## src/otb_pkg.sv

```systemverilog
// Register map, field layout and reset values for the option and trim access block
package otb_pkg;
  // Printed register indices; byte address on the bus is four times the index
  localparam logic [13:0] OTB_IDX_OPT0  = 14'h0000;  // User option byte zero
  localparam logic [13:0] OTB_IDX_OPT1  = 14'h0001;  // User option byte one
  localparam logic [13:0] OTB_IDX_TADDR = 14'h0FF6;  // Trim address pointer
  localparam logic [13:0] OTB_IDX_TDATA = 14'h0FF7;  // Trim data port
  // Trim space
  localparam int          OTB_TRIM_DEPTH = 32;        // Trim bytes 00H..1FH
  localparam logic [7:0]  OTB_TRIM_LAST  = 8'h1F;     // Highest valid pointer
  localparam logic [7:0]  OTB_TRIM_RSVD  = 8'h04;     // Reserved trim byte
  // Reset and erased values
  localparam logic [7:0]  OTB_PTR_RST    = 8'h00;     // Pointer after reset
  localparam logic [7:0]  OTB_TDATA_RST  = 8'h00;     // Data port after reset
  localparam logic [7:0]  OTB_ERASED     = 8'hFF;     // Unprogrammed flash byte
  // Option byte zero field positions
  localparam int          OTB_F_WDACT    = 7;         // Watchdog time-out action
  localparam int          OTB_F_WDAON    = 6;         // Watchdog always-on
  localparam int          OTB_F_OSC_HI   = 5;         // Oscillator select msb
  localparam int          OTB_F_OSC_LO   = 4;         // Oscillator select lsb
  localparam int          OTB_F_BOAON    = 3;         // Brown-out always-on
  localparam int          OTB_F_RDPROT   = 2;         // Read protect
  localparam int          OTB_F_WRPROT   = 0;         // Write protect
  // Decoded register selection
  typedef enum logic [2:0] {
    OTB_SEL_NONE  = 3'b000,
    OTB_SEL_OPT0  = 3'b001,
    OTB_SEL_OPT1  = 3'b010,
    OTB_SEL_TADDR = 3'b011,
    OTB_SEL_TDATA = 3'b100
  } otb_sel_t;
endpackage

```

## src/otb_opt_decode.sv

```systemverilog
// Splits option byte zero into its configuration fields
`timescale 1ns/1ps
module otb_opt_decode
  import otb_pkg::*;
(
  input  wire logic       clk_i,                 // System clock
  input  wire logic       rst_i,                 // Synchronous reset, active high
  input  wire logic [7:0] opt_byte_i,            // Stored option byte zero
  output logic            wdog_timeout_action_o, // 1 reset, 0 interrupt
  output logic            wdog_always_on_o,      // 0 forces watchdog on
  output logic [1:0]      osc_source_choice_o,   // Oscillator select
  output logic            brownout_always_on_o,  // Brown-out always-on
  output logic            read_protect_option_o, // 0 when programmed
  output logic            write_protect_option_o // 0 when programmed
);

  // Field extraction, bit 1 is left unused
  always_comb begin
    wdog_timeout_action_o  = opt_byte_i[OTB_F_WDACT];               // [RQ4]
    wdog_always_on_o       = opt_byte_i[OTB_F_WDAON];               // [RQ4]
    osc_source_choice_o    = opt_byte_i[OTB_F_OSC_HI:OTB_F_OSC_LO]; // [RQ4]
    brownout_always_on_o   = opt_byte_i[OTB_F_BOAON];               // [RQ4]
    read_protect_option_o  = opt_byte_i[OTB_F_RDPROT];              // [RQ4]
    write_protect_option_o = opt_byte_i[OTB_F_WRPROT];              // [RQ4]
  end
endmodule

```

## src/otb_core.sv

```systemverilog
// Option byte and trim byte access with Wishbone register slave and option steering
//
// Behaviour
// RQ1: Eight-bit trim pointer, reset zero, 00H..1FH.
// RQ2: Eight-bit trim data port, reset zero.
// RQ3: Program bytes 0000H and 0001H hold options.
// RQ4: Option byte zero field positions fixed.
// RQ5: Action bit 0: time-out raises interrupt.
// RQ6: Action bit 1: time-out forces system reset.
// RQ7: Always-on bit 0: watchdog on, undisableable.
// RQ8: Reset never alters option or trim bytes.
// RQ9: Software leaves reserved trim byte 04H alone.
// RQ10: Read protect blocks debugger code reads.
// RQ11: Data port accesses pointed byte, pointer unchanged.
//
// Chosen here: the Wishbone slave port.
`timescale 1ns/1ps
module otb_core
  import otb_pkg::*;
(
  input  wire logic        clk_i,                 // System clock, 200 MHz
  input  wire logic        rst_i,                 // Synchronous reset, active high
  // Wishbone classic slave
  input  wire logic        wb_cyc_i,              // Cycle
  input  wire logic        wb_stb_i,              // Strobe
  input  wire logic        wb_we_i,               // Write enable
  input  wire logic [15:0] wb_adr_i,              // Byte address
  input  wire logic [3:0]  wb_sel_i,              // Byte lanes
  input  wire logic [31:0] wb_dat_i,              // Write data
  output logic [31:0]      wb_dat_o,              // Read data
  output logic             wb_ack_o,              // Acknowledge
  // Watchdog and system
  input  wire logic        wdog_timeout_i,        // Watchdog time-out pulse
  input  wire logic        wdog_sw_enable_i,      // Software watchdog enable
  output logic             wdog_irq_o,            // Watchdog interrupt request
  output logic             sys_reset_o,           // System reset request
  output logic             wdog_enable_o,         // Watchdog running
  output logic [1:0]       osc_source_choice_o,   // Oscillator select
  output logic             brownout_always_on_o,  // Brown-out always-on
  output logic             write_protect_option_o,// Flash write protect option
  // Code fetch and debugger
  input  wire logic        fetch_valid_i,         // Code fetch in progress
  input  wire logic [15:0] fetch_addr_i,          // Code fetch address
  output logic             fetch_fault_o,         // Fetch hit option bytes
  input  wire logic        dbg_code_read_i,       // Debugger code read request
  output logic             dbg_read_allow_o       // Debugger read permitted
);

  // Non-volatile stores, never touched by reset
  // Erased contents at power-up only, given at declaration so each store keeps a single writer
  logic [7:0] opt0_r = OTB_ERASED;                                    // Option byte zero
  logic [7:0] opt1_r = OTB_ERASED;                                    // Option byte one
  logic [7:0] trim_mem [OTB_TRIM_DEPTH] = '{default: OTB_ERASED};     // Trim bytes
  // Volatile registers
  logic [7:0] trim_ptr_r;                  // Trim address pointer
  logic [7:0] trim_data_r;                 // Trim data port
  logic       ack_r;                       // Bus acknowledge
  logic [31:0] rdata_r;                    // Read data
  logic       wdog_act;                    // Decoded time-out action
  logic       wdog_aon;                    // Decoded always-on
  logic       rd_prot;                     // Decoded read protect
  otb_sel_t   sel;                         // Current register selection
  logic       req;                         // Live bus request
  logic       wr_go;                       // Write takes effect now
  logic       ptr_ok;                      // Pointer inside trim space

  // Index decode, shared by read and write paths
  function automatic otb_sel_t reg_sel(input logic [15:0] adr);
    case (adr[15:2])
      OTB_IDX_OPT0:  reg_sel = OTB_SEL_OPT0;
      OTB_IDX_OPT1:  reg_sel = OTB_SEL_OPT1;
      OTB_IDX_TADDR: reg_sel = OTB_SEL_TADDR;
      OTB_IDX_TDATA: reg_sel = OTB_SEL_TDATA;
      default:       reg_sel = OTB_SEL_NONE;
    endcase
  endfunction

  // Request qualifiers
  always_comb begin
    sel    = reg_sel(wb_adr_i);
    req    = wb_cyc_i && wb_stb_i;
    wr_go  = req && wb_we_i && ack_r && wb_sel_i[0];
    ptr_ok = trim_ptr_r <= OTB_TRIM_LAST;  // [RQ1]
  end

  // Acknowledge one cycle after a request, dropped the cycle after
  always_ff @(posedge clk_i) begin
    if (rst_i) begin
      ack_r <= 1'b0;
    end else begin
      ack_r <= req && !ack_r;
    end
  end

  // Read data captured with the request, unmapped reads give zero
  always_ff @(posedge clk_i) begin
    if (rst_i) begin
      rdata_r <= 32'h0000_0000;
    end else if (req && !ack_r) begin
      case (sel)
        OTB_SEL_OPT0:  rdata_r <= {24'h00_0000, opt0_r};
        OTB_SEL_OPT1:  rdata_r <= {24'h00_0000, opt1_r};
        OTB_SEL_TADDR: rdata_r <= {24'h00_0000, trim_ptr_r};
        OTB_SEL_TDATA: begin
          // Pointed trim byte, zero outside trim space
          rdata_r <= ptr_ok ? {24'h00_0000, trim_mem[trim_ptr_r[4:0]]} : 32'h0000_0000; // [RQ11]
        end
        default:       rdata_r <= 32'h0000_0000;
      endcase
    end
  end

  // Trim pointer register
  always_ff @(posedge clk_i) begin
    if (rst_i) begin
      trim_ptr_r <= OTB_PTR_RST;  // [RQ1]
    end else if (wr_go && sel == OTB_SEL_TADDR) begin
      trim_ptr_r <= wb_dat_i[7:0];  // [RQ1]
    end
  end

  // Trim data port holds the last byte written
  always_ff @(posedge clk_i) begin
    if (rst_i) begin
      trim_data_r <= OTB_TDATA_RST;  // [RQ2]
    end else if (wr_go && sel == OTB_SEL_TDATA) begin
      trim_data_r <= wb_dat_i[7:0];  // [RQ2]
    end
  end

  // Trim byte store, pointer left as is, no reset term
  always_ff @(posedge clk_i) begin
    if (wr_go && sel == OTB_SEL_TDATA && ptr_ok) begin
      trim_mem[trim_ptr_r[4:0]] <= wb_dat_i[7:0];  // [RQ11] [RQ8]
    end
  end

  // Option bytes, no reset term
  always_ff @(posedge clk_i) begin
    if (wr_go && sel == OTB_SEL_OPT0) begin
      opt0_r <= wb_dat_i[7:0];  // [RQ8]
    end
    if (wr_go && sel == OTB_SEL_OPT1) begin
      opt1_r <= wb_dat_i[7:0];  // [RQ8]
    end
  end

  // Option field decoder
  otb_opt_decode u_dec (
    .clk_i                  (clk_i),
    .rst_i                  (rst_i),
    .opt_byte_i             (opt0_r),
    .wdog_timeout_action_o  (wdog_act),
    .wdog_always_on_o       (wdog_aon),
    .osc_source_choice_o    (osc_source_choice_o),
    .brownout_always_on_o   (brownout_always_on_o),
    .read_protect_option_o  (rd_prot),
    .write_protect_option_o (write_protect_option_o)
  );

  // Watchdog time-out routing and enable
  always_ff @(posedge clk_i) begin
    if (rst_i) begin
      wdog_irq_o    <= 1'b0;
      sys_reset_o   <= 1'b0;
      wdog_enable_o <= 1'b0;
    end else begin
      wdog_irq_o    <= wdog_timeout_i && !wdog_act;  // [RQ5]
      sys_reset_o   <= wdog_timeout_i && wdog_act;   // [RQ6]
      wdog_enable_o <= !wdog_aon || wdog_sw_enable_i; // [RQ7]
    end
  end

  // Option byte fetch guard and debugger read gate
  always_ff @(posedge clk_i) begin
    if (rst_i) begin
      fetch_fault_o    <= 1'b0;
      dbg_read_allow_o <= 1'b0;
    end else begin
      fetch_fault_o    <= fetch_valid_i && fetch_addr_i[15:1] == 15'h0000;  // [RQ3]
      dbg_read_allow_o <= dbg_code_read_i && rd_prot;                     // [RQ10]
    end
  end

  assign wb_ack_o = ack_r;
  assign wb_dat_o = rdata_r;
endmodule

```

## config.mk

```make
export PLATFORM = sky130hd
export DESIGN_NAME = otb_core
export DESIGN_NICKNAME = d
export VERILOG_FILES = /design/src/otb_pkg.sv /design/src/otb_opt_decode.sv /design/src/otb_core.sv
export SDC_FILE = /design/constraint.sdc
export NUM_CORES = 1
export LEC_CHECK = 0
export BUFFER_PORTS_ARGS = -buffer_cell sky130_fd_sc_hd__buf_2
export CAP_MARGIN = 20
export CORE_UTILIZATION = 50
export CTS_CLUSTER_DIAMETER = 60
export DETAILED_ROUTE_END_ITERATION = 7
export PLACE_DENSITY = 0.72
export SLEW_MARGIN = 10
export SYNTH_ARGS = -nofsm -noshare
export SYNTH_HDL_FRONTEND = slang
export SYNTH_HIERARCHICAL = 1
export SYNTH_SLANG_ARGS = --single-unit
```

## constraint.sdc

```tcl
create_clock -name clk_i -period 2.2 [get_ports clk_i]
set_input_delay 0 -clock clk_i [delete_from_list [all_inputs] [get_ports clk_i]]
set_output_delay 0 -clock clk_i [all_outputs]
set_load 0.02 [all_outputs]
```

## After elaboration in Yosys (flattened, before gate mapping)

Memory sizes are Yosys's and may differ from the RTL's. A register that Yosys moved wholly into a read port is not among the register bits.
Cells that the tools add are included.

| word-level totals | value |
|---|---|
| bits in registers | 62 |
| latch bits | 0 |
| RAM bits | 256 |
| ROM bits | 0 |
| input port bits | 77 |
| output and inout port bits | 42 |
| word-level logic and storage cells | 46 |
| memories | 1 |

Memory list:

| memory | depth | width | read ports | clocked after Yosys merged registers in | wr ports | RTL line | source |
|---|---|---|---|---|---|---|---|
| trim_mem | 32 | 8 | 1 | 1 | 1 | otb_core.sv:53 | `logic [7:0] trim_mem [OTB_TRIM_DEPTH] = '{default: OTB_ERASED};` |

| cells by class | value |
|---|---|
| add/subtract/negate cells | 0 |
| multiply operators | 0 |
| div/mod/pow operators | 0 |
| order comparisons | 1 |
| eq/ne operators | 7 |
| shift-type cells | 0 |
| mux-type cells | 7 |
| bitwise operators | 0 |
| reduce and logical (&&, ||, !) cells | 20 |

Operator list:

| kind | count |
|---|---|
| $pmux W8 S4 | 1 |
| $eq A14 B12 Y1 const B | 2 |
| $logic_not A15 Y1 | 1 |
| $eq A14 B1 Y1 const B | 1 |
| $logic_and A1 B1 Y1 | 14 |
| $logic_not A14 Y1 | 1 |
| $pmux W3 S4 | 1 |
| $mux W5 | 2 |
| $le A8 B5 Y1 const B | 1 |
| $mux W8 | 1 |
| $eq A3 B2 Y1 const B | 2 |
| $eq A3 B1 Y1 const B | 1 |
| $eq A3 B3 Y1 const B | 1 |
| $logic_not A1 Y1 | 3 |
| $mux W1 | 2 |
| $logic_or A1 B1 Y1 | 1 |

## Depth between registers and ports, before layout

Gate-level depths: netlist of run 1.

| depth | value |
|---|---|
| depth after elaboration | 8 |
| gate-level depth with buffers | 8 |
| mapped depth without buffers | 5 |

## Modules after synthesis

Netlist of run 1, hierarchy kept.

Modules (own cells, without submodules):

| module | times used | cells an instance | area each (um2) | seq. area each (um2) |
|---|---|---|---|---|
| otb_core | 1 | 667 | 12055.3 | 8708.4 |
| otb_opt_decode | 1 | 7 | 52.6 | 0.0 |

## Worst setup path before layout of run 1

OpenSTA, ideal clock, no wires.

| path | value |
|---|---|
| path type | register to register |
| from | register trim_ptr_r[5] |
| to | memory trim_mem[24][0] (enable) |
| setup time | 370 ps |
| arrival time | 1832 ps |
| required time | 1830 ps |
| path slack | -2 ps |
| stages on the path, launching flop included | 6 |
| path buffers | 0 |
| clock period less this slack | 2202 ps |
| cell sequence | dfxtp_1 or4b_4 nor2_8 and4b_1 nand3_1 nor2_1 |

| between the ends | value |
|---|---|
| longest elaborated chain between the ends | 4 |

RTL lines:

| item | RTL line | source |
|---|---|---|
| start: declaration | otb_core.sv:55 | `logic [7:0] trim_ptr_r;` |
| start signal: assignment | otb_core.sv:118 | `trim_ptr_r <= wb_dat_i[7:0];` |
| $le A8 B5 Y1 | otb_core.sv:83 | `ptr_ok = trim_ptr_r <= OTB_TRIM_LAST;` |
| $logic_and A1 B1 Y1 | otb_core.sv:133 | `if (wr_go && sel == OTB_SEL_TDATA && ptr_ok) begin` |
| $mux W1 | otb_core.sv:133 |  |
| $mux W1 (not written as such) | otb_core.sv:134 | `trim_mem[trim_ptr_r[4:0]] <= wb_dat_i[7:0];` |
| end: declaration | otb_core.sv:53 |  |

No other way between the ends.

## Worst setup path in the final report of run 1

| path | value |
|---|---|
| from | register trim_ptr_r[7] |
| to | memory trim_mem[4][5] (enable) |

The elaborated chain is that of the path after synthesis.

==> results of run 1 <==
-- worst max-delay path, cell delays in order, from the launching register on --
cell     delay, ns
dfxtp_1       0.33
or4b_4        0.59
nor2_8        0.18
and4_4        0.29
nand2_1       0.15
nor2_1        0.20
buf_6         0.18
-- worst max path at each step --
stage | to | slack [ns] | depth (start not counted) | from
after detailed placement | trim_mem[28][6] | -0.04 | 6 | trim_ptr_r[5]
final | trim_mem[4][5] | -0.01 | 6 | trim_ptr_r[7]
after floorplan | trim_mem[24][0] | -0.002 | 5 | trim_ptr_r[5]
after global routing | trim_mem[17][1] | -0.06 | 6 | trim_ptr_r[7]
after global placement | trim_mem[31][7] | 0.02 | 6 | trim_ptr_r[5]
after CTS | trim_mem[12][7] | -0.002 | 6 | trim_ptr_r[5]
-- cell type report --
class / count / share of cell area (%)
clock buffers: 33 / 5.082
inverters: 2 / 0.05150
flip-flops and latches: 299 / 59.80
multi-input cells: 334 / 21.93
clock inverters: 21 / 2.489
well taps: 319 / 2.738
repair buffers: 148 / 7.906
-- registers in the layout (all words and copies together) (netlist names), named ones only --
signal,count
sys_reset_o,1
trim_ptr_r,8
fetch_fault_o,1
wdog_enable_o,1
trim_mem,256
dbg_read_allow_o,1
opt0_r,8
wb_dat_o,8
opt1_r,8
wdog_irq_o,1
wb_ack_o,1
-- routing by layer --
metal	vias to the layer above	global-route usage (%)	wire length [um]
met5	-	0	0
met4	0	6.472	538
met3	35	3.531	1755
met2	287	36.70	12890
met1	3373	28.59	10770
li1	2952	-	-
-- cell families (layout without fill, tap and decap cells) --
logic type	count (synthesis)	in the layout	share of synthesized area, %
AND/OR/NAND/NOR	138	138	6.221
buffers and inverters	64	204	3.297
flip-flops	299	299	71.92
other	1	24	0.03097
multiplexers	111	111	14.47
AO/OA/AOI/OAI	61	61	4.061
-- layout by cell type, fill, tap and decap left out, types with 3 or more instances in the layout --
master,n
edfxtp_1,272
buf_2,64
mux4_2,49
buf_4,45
mux2i_1,40
nor2_1,38
clkbuf_16,29
dfxtp_1,24
conb_1,24
mux2_2,22
buf_6,19
a221oi_1,16
nand3_1,13
nor2_2,13
dlygate4sd3_1,12
nand2_1,11
bufinv_16,10
nand4_1,9
buf_12,8
a22oi_1,7
and2_1,6
a211oi_1,6
nor2b_1,5
nand2_2,5
a31oi_1,5
o21ai_0,5
o2bb2a_1,5
or2_2,4
nor4_1,4
nor3_1,4
a21oi_1,4
clkbuf_1,4
clkinv_2,4
nand3_4,3
and3_1,3
a221oi_2,3
nor3b_1,3
clkinv_1,3
clkinvlp_4,3
-- power breakdown --
part / switching (mW) / internal, mW
clock network: 2.02 / 3.59
registers: 0.00144 / 6.19
logic: 0.187 / 0.0646
-- repair_timing --
action / 4_1_cts / 5_1_grt
endpoints found under the setup margin: 74 / 252
hold endpoints to repair: 19 / 0
setup buffers: 0 / 5
resized for setup: 5 / 44
pin swaps: 0 / 3
hold buffers: 12 / 0
-- through the flow --
stage	hold slack, ns	std cells	instance area, sq um
global route	0.07625	1156	14580
finish	0.06095	1156	14580
floorplan	0.07555	697	12190
global placement	0.1702	1085	13140
detailed placement	0.1746	1085	13140
CTS	0.05023	1151	14380
==> impl_metrics.yaml, run 1 <==
global_routing:
  grt_pass1_vias: 6800
  grt_max_degree: 36
  grt_overflow: 0
  grt_pass1_wl_um: 38890
  antenna_found_initial: 0
  grtUsageTotal_pct: 21.55
job:
  drv_cap: 0
min_path:
  min_from: "wb_dat_i[1]"
  worstHoldEndpoint: "trim_mem[1][1]"
  worstHoldPathCells: 1
  hold_class: "input pin to register"
clocking:
  cts_tree: "done"
  cts_htree_levels: 1
  cts_buffers: 29
  root_buffer: "clkbuf_16"
  clockBufferDepth: 3
  worstSkewPairLatency_ns: 0.54
  cts.sinks: 299
  clkTransAtPathRegs_ns: 0.06
synth:
  yosys_warnings: 6
  yosysMostFrequentCell: "edfxtp_1"
  synth.distinct_cells: 51
  synthTopCellsByCount: "272 x edfxtp_1, 51 x nor2_1, 49 x mux4_2"
  syn-cell-area_sq_um: 12110
  synth_seq_cells: 299
  yosysTopAreaCell: "edfxtp_1"
  yosys-top-cells-area: "edfxtp_1 67%, mux4_2 9.1%, dfxtp_1 4.5%, mux2i_1 3.3%, buf_4 2.3%"
  yosysSeqAreaShare_pct: 71.92
  async_reset_ff_share_pct: 0
  synth_cells: 674
  synth_top_area_share_pct: 67.46
  synthFlopType: "edfxtp_1"
  synth_enable_flop_cells: 272
  synth.avg_cell_area_sq_um: 17.96
cells_and_area:
  final_core_util_pct: 61.73
  multi_input_area_sq_um: 3197
  drive_above_1_share_pct: 35.24
  nFillCells: 1626
  nets: 891
  n_antenna_cell: 0
  syn_to_final_growth_pct: 20.39
  seq_area_sq_um: 8717
setup_path:
  cp_data_arrival_time_ns: 2.47
  critPathMaxFanout: 8
  cp.required_ns: 2.46
  ff2ff_path_depth: 6
  r2r-end: "trim_mem[4][5]"
  r2r-start: "trim_ptr_r[7]"
  crit_type: "register to register"
  r2r_slack_ns: -0.01
  endpoint_kind: "register"
  cp-start-kind: "register"
power:
  p_leak_nw: 4.824
  power_per_cell_area_nw_per_um2: 826.8
  power.total_mw: 12.05
  ir_drop_mv: 0.4870
floorplan:
  die_w_um: 157.6
  io_pins: 119
  design.core.area_sq_um: 23610
  die-area_sq_um: 24840
  num_rows: 56
  fp.dieH_um: 157.6
  initial_core_util_pct: 51.28
timing:
  min_period_ns: 2.210
  rsz0062_at_grt: "yes"
  worstMarginPinSlew_ns: 0.8017
  fmax_mhz: 452.4
  tns_ns: -0.06167
  max-slew-margin-rel_pct: 46.55
  fin_skew_ns: 0.01573
  hold_violations: 0
  setup_viol: 10
  fin_crit_sh_pct: 100.5
  drv_slew: 0
  fin_ws_ns: -0.01027
run_status:
  violations: "setup timing"
  outcome: "complete, but fails checks"
placement:
  portBuffers: 64
  post-place-ws_ns: -0.03615
  routabilityCongestion: 0.8823
  hpwl_um: 16940
detailed_routing:
  drc: 0
  wl_um: 25950
  num_vias: 6647
  dr.pass1.iters: 5
  drt-initial-drc-count: 527
  post_drt_wl_per_cell_um: 22.45
  drtAntennaViolNets: 0
  vias_per_cell: 5.750
Note: power is estimated with default switching activity, not from simulation.
==> inputs of run 2 (changes only) <==
--- a/config.mk
+++ b/config.mk
@@ -16,3 +16,4 @@
 export SYNTH_HDL_FRONTEND = slang
 export SYNTH_HIERARCHICAL = 1
 export SYNTH_SLANG_ARGS = --single-unit
+export TNS_END_PERCENT = 10
==> run 2 against run 1 <==
The flow now finishes without violations. Total power barely moved. Cell count decreased by 0.35%. Sequential power about the same. Critical path type unchanged. Flip-flop and latch count is the same. Hold slack got worse by 0.0059 ns. Critical path depth unchanged. Routed wire length decreased by 0.15%. Core utilization is 0.14 points lower.
==> impl_metrics.yaml, run 2 (synthesized netlist as in run 1, its figures left out) <==
timing:
  hold_violations: 0
  rsz0062_at_grt: "yes"
  min_period_ns: 2.195
  max-slew-margin-rel_pct: 47.27
  fmax_mhz: 455.6
  fin_skew_ns: 0.01796
  setup_viol: 0
  fin_crit_sh_pct: 99.77
  hold_slack_ns: 0.05506
  fin_ws_ns: 0.005163
  worstMarginPinSlew_ns: 0.7910
  drv_slew: 0
setup_path:
  endpoint_kind: "register"
  slowest_stage: "or4b_4"
  critPathBufInv: 1
  cp_top_family: "simple AND/OR/NAND/NOR gates"
  r2r_slack_ns: 0.005
  cp_data_arrival_time_ns: 2.44
  cp.depth: 6
  crit_path_max_incr_delay_ns: 0.59
  ff2ff_path_depth: 6
  crit_type: "register to register"
  cp.required_ns: 2.44
  cp-start-kind: "register"
  critPathMaxFanout: 8
  cp_cell_sequence: "or4b_4, nor2_8, and4b_2, nand3_4, nor2_2, buf_6"
detailed_routing:
  post_drt_wl_per_cell_um: 22.49
  vias_per_cell: 5.778
  num_vias: 6656
  dr.pass1.iters: 8
  drc: 0
  drtAntennaViolNets: 0
  drt-initial-drc-count: 537
  wl_um: 25910
placement:
  postPlaceCellArea_sq_um: 13140
  routabilityCongestion: 0.8823
  hpwl_um: 16940
  post-place-ws_ns: -0.03615
  portBuffers: 64
global_routing:
  grt_pass1_vias: 6800
  grt_overflow: 0
  antenna_found_initial: 0
  grt_pass1_wl_um: 38890
  grtUsageTotal_pct: 21.55
  grt_max_degree: 36
power:
  combPwrFrac_pct: 2.1
  power.clock.fraction_pct: 46.5
  switchingPower_mw: 2.201
  ir_drop_mv: 0.4881
  p_leak_nw: 4.806
  p_int_mw: 9.842
  power_per_cell_area_nw_per_um2: 828.1
  switching_share_pct: 18.28
  p_seq_share_pct: 51.4
floorplan:
  io_pins: 119
  initial_core_util_pct: 51.28
  design.core.area_sq_um: 23610
  die_w_um: 157.6
  die-area_sq_um: 24840
  num_rows: 56
  fp.dieH_um: 157.6
min_path:
  hold_class: "input pin to register"
  worstHoldPathCells: 1
cells_and_area:
  design_area_sq_um: 14540
  final_common_cell: "edfxtp_1"
  final_cell_mix: "272 x edfxtp_1, 64 x buf_2, 49 x mux4_2"
  drive_above_1_share_pct: 34.93
  largest_reg_flops: 256
  nets: 887
  final_core_util_pct: 61.59
  syn_to_final_growth_pct: 20.12
  n_antenna_cell: 0
clocking:
  worstSkewPairLatency_ns: 0.54
  clkTransAtPathRegs_ns: 0.06
  clockBufferDepth: 3
  root_buffer: "clkbuf_16"
  cts_buffers: 29
  cts.sinks: 299
  cts_htree_levels: 1
  cts_tree: "done"
run_status:
  outcome: "completed"
job:
  drv_cap: 0
## run 2: metal layers
| layer | part of all wire, % | GRT usage (%) | vias to the layer above |
|---|---|---|---|
| met5 | 0 | 0 | - |
| met4 | 2.0 | 6.472 | 0 |
| met3 | 6.8 | 3.531 | 40 |
| met2 | 50 | 36.70 | 282 |
| met1 | 41 | 28.59 | 3389 |
| li1 | - | - | 2945 |
## run 2: power groups by stage
stage	Clock [mW]	Sequential, mW	Combinational, mW
floorplan	0	6.32	0.111
global placement	0	6.31	0.224
detailed placement	0	6.31	0.236
CTS	5.68	6.19	0.250
global route	5.90	6.19	0.277
finish	5.60	6.19	0.251
## run 2: timing repair
action | in CTS | in global routing
setup buffers | 0 | 1
hold buffers | 12 | 0
endpoints found under the hold margin | 19 | 0
pin swaps | 0 | 3
setup endpoints to repair | 74 | 252
gates resized for setup | 5 | 43
## run 2: worst paths after layout
path,from,to
min reg2reg,opt0_r[7],wdog_irq_o
max,trim_ptr_r[7],trim_mem[24][5]
max reg2reg,trim_ptr_r[7],trim_mem[24][5]
min,wb_dat_i[1],trim_mem[15][1]
## run 2: final cells by class
| type | count | area [sq um] |
|---|---|---|
| tap | 319 | 399.1 |
| inverter | 2 | 7.507 |
| multi-input combinational | 334 | 3198 |
| clock inverter | 21 | 362.8 |
| fill | 1638 | 9069 |
| timing repair buffer | 144 | 1119 |
| clock buffer | 33 | 740.7 |
| sequential | 299 | 8717 |
## run 2: stage by stage
stage	power, mW	cells	TNS (ns)
after floorplan	6.430	697	-0.06009
after global placement	6.537	1085	0
after detailed placement	6.549	1085	-0.7796
after CTS	12.12	1151	-0.005691
after global routing	12.36	1152	-4.379
final	12.04	1152	0
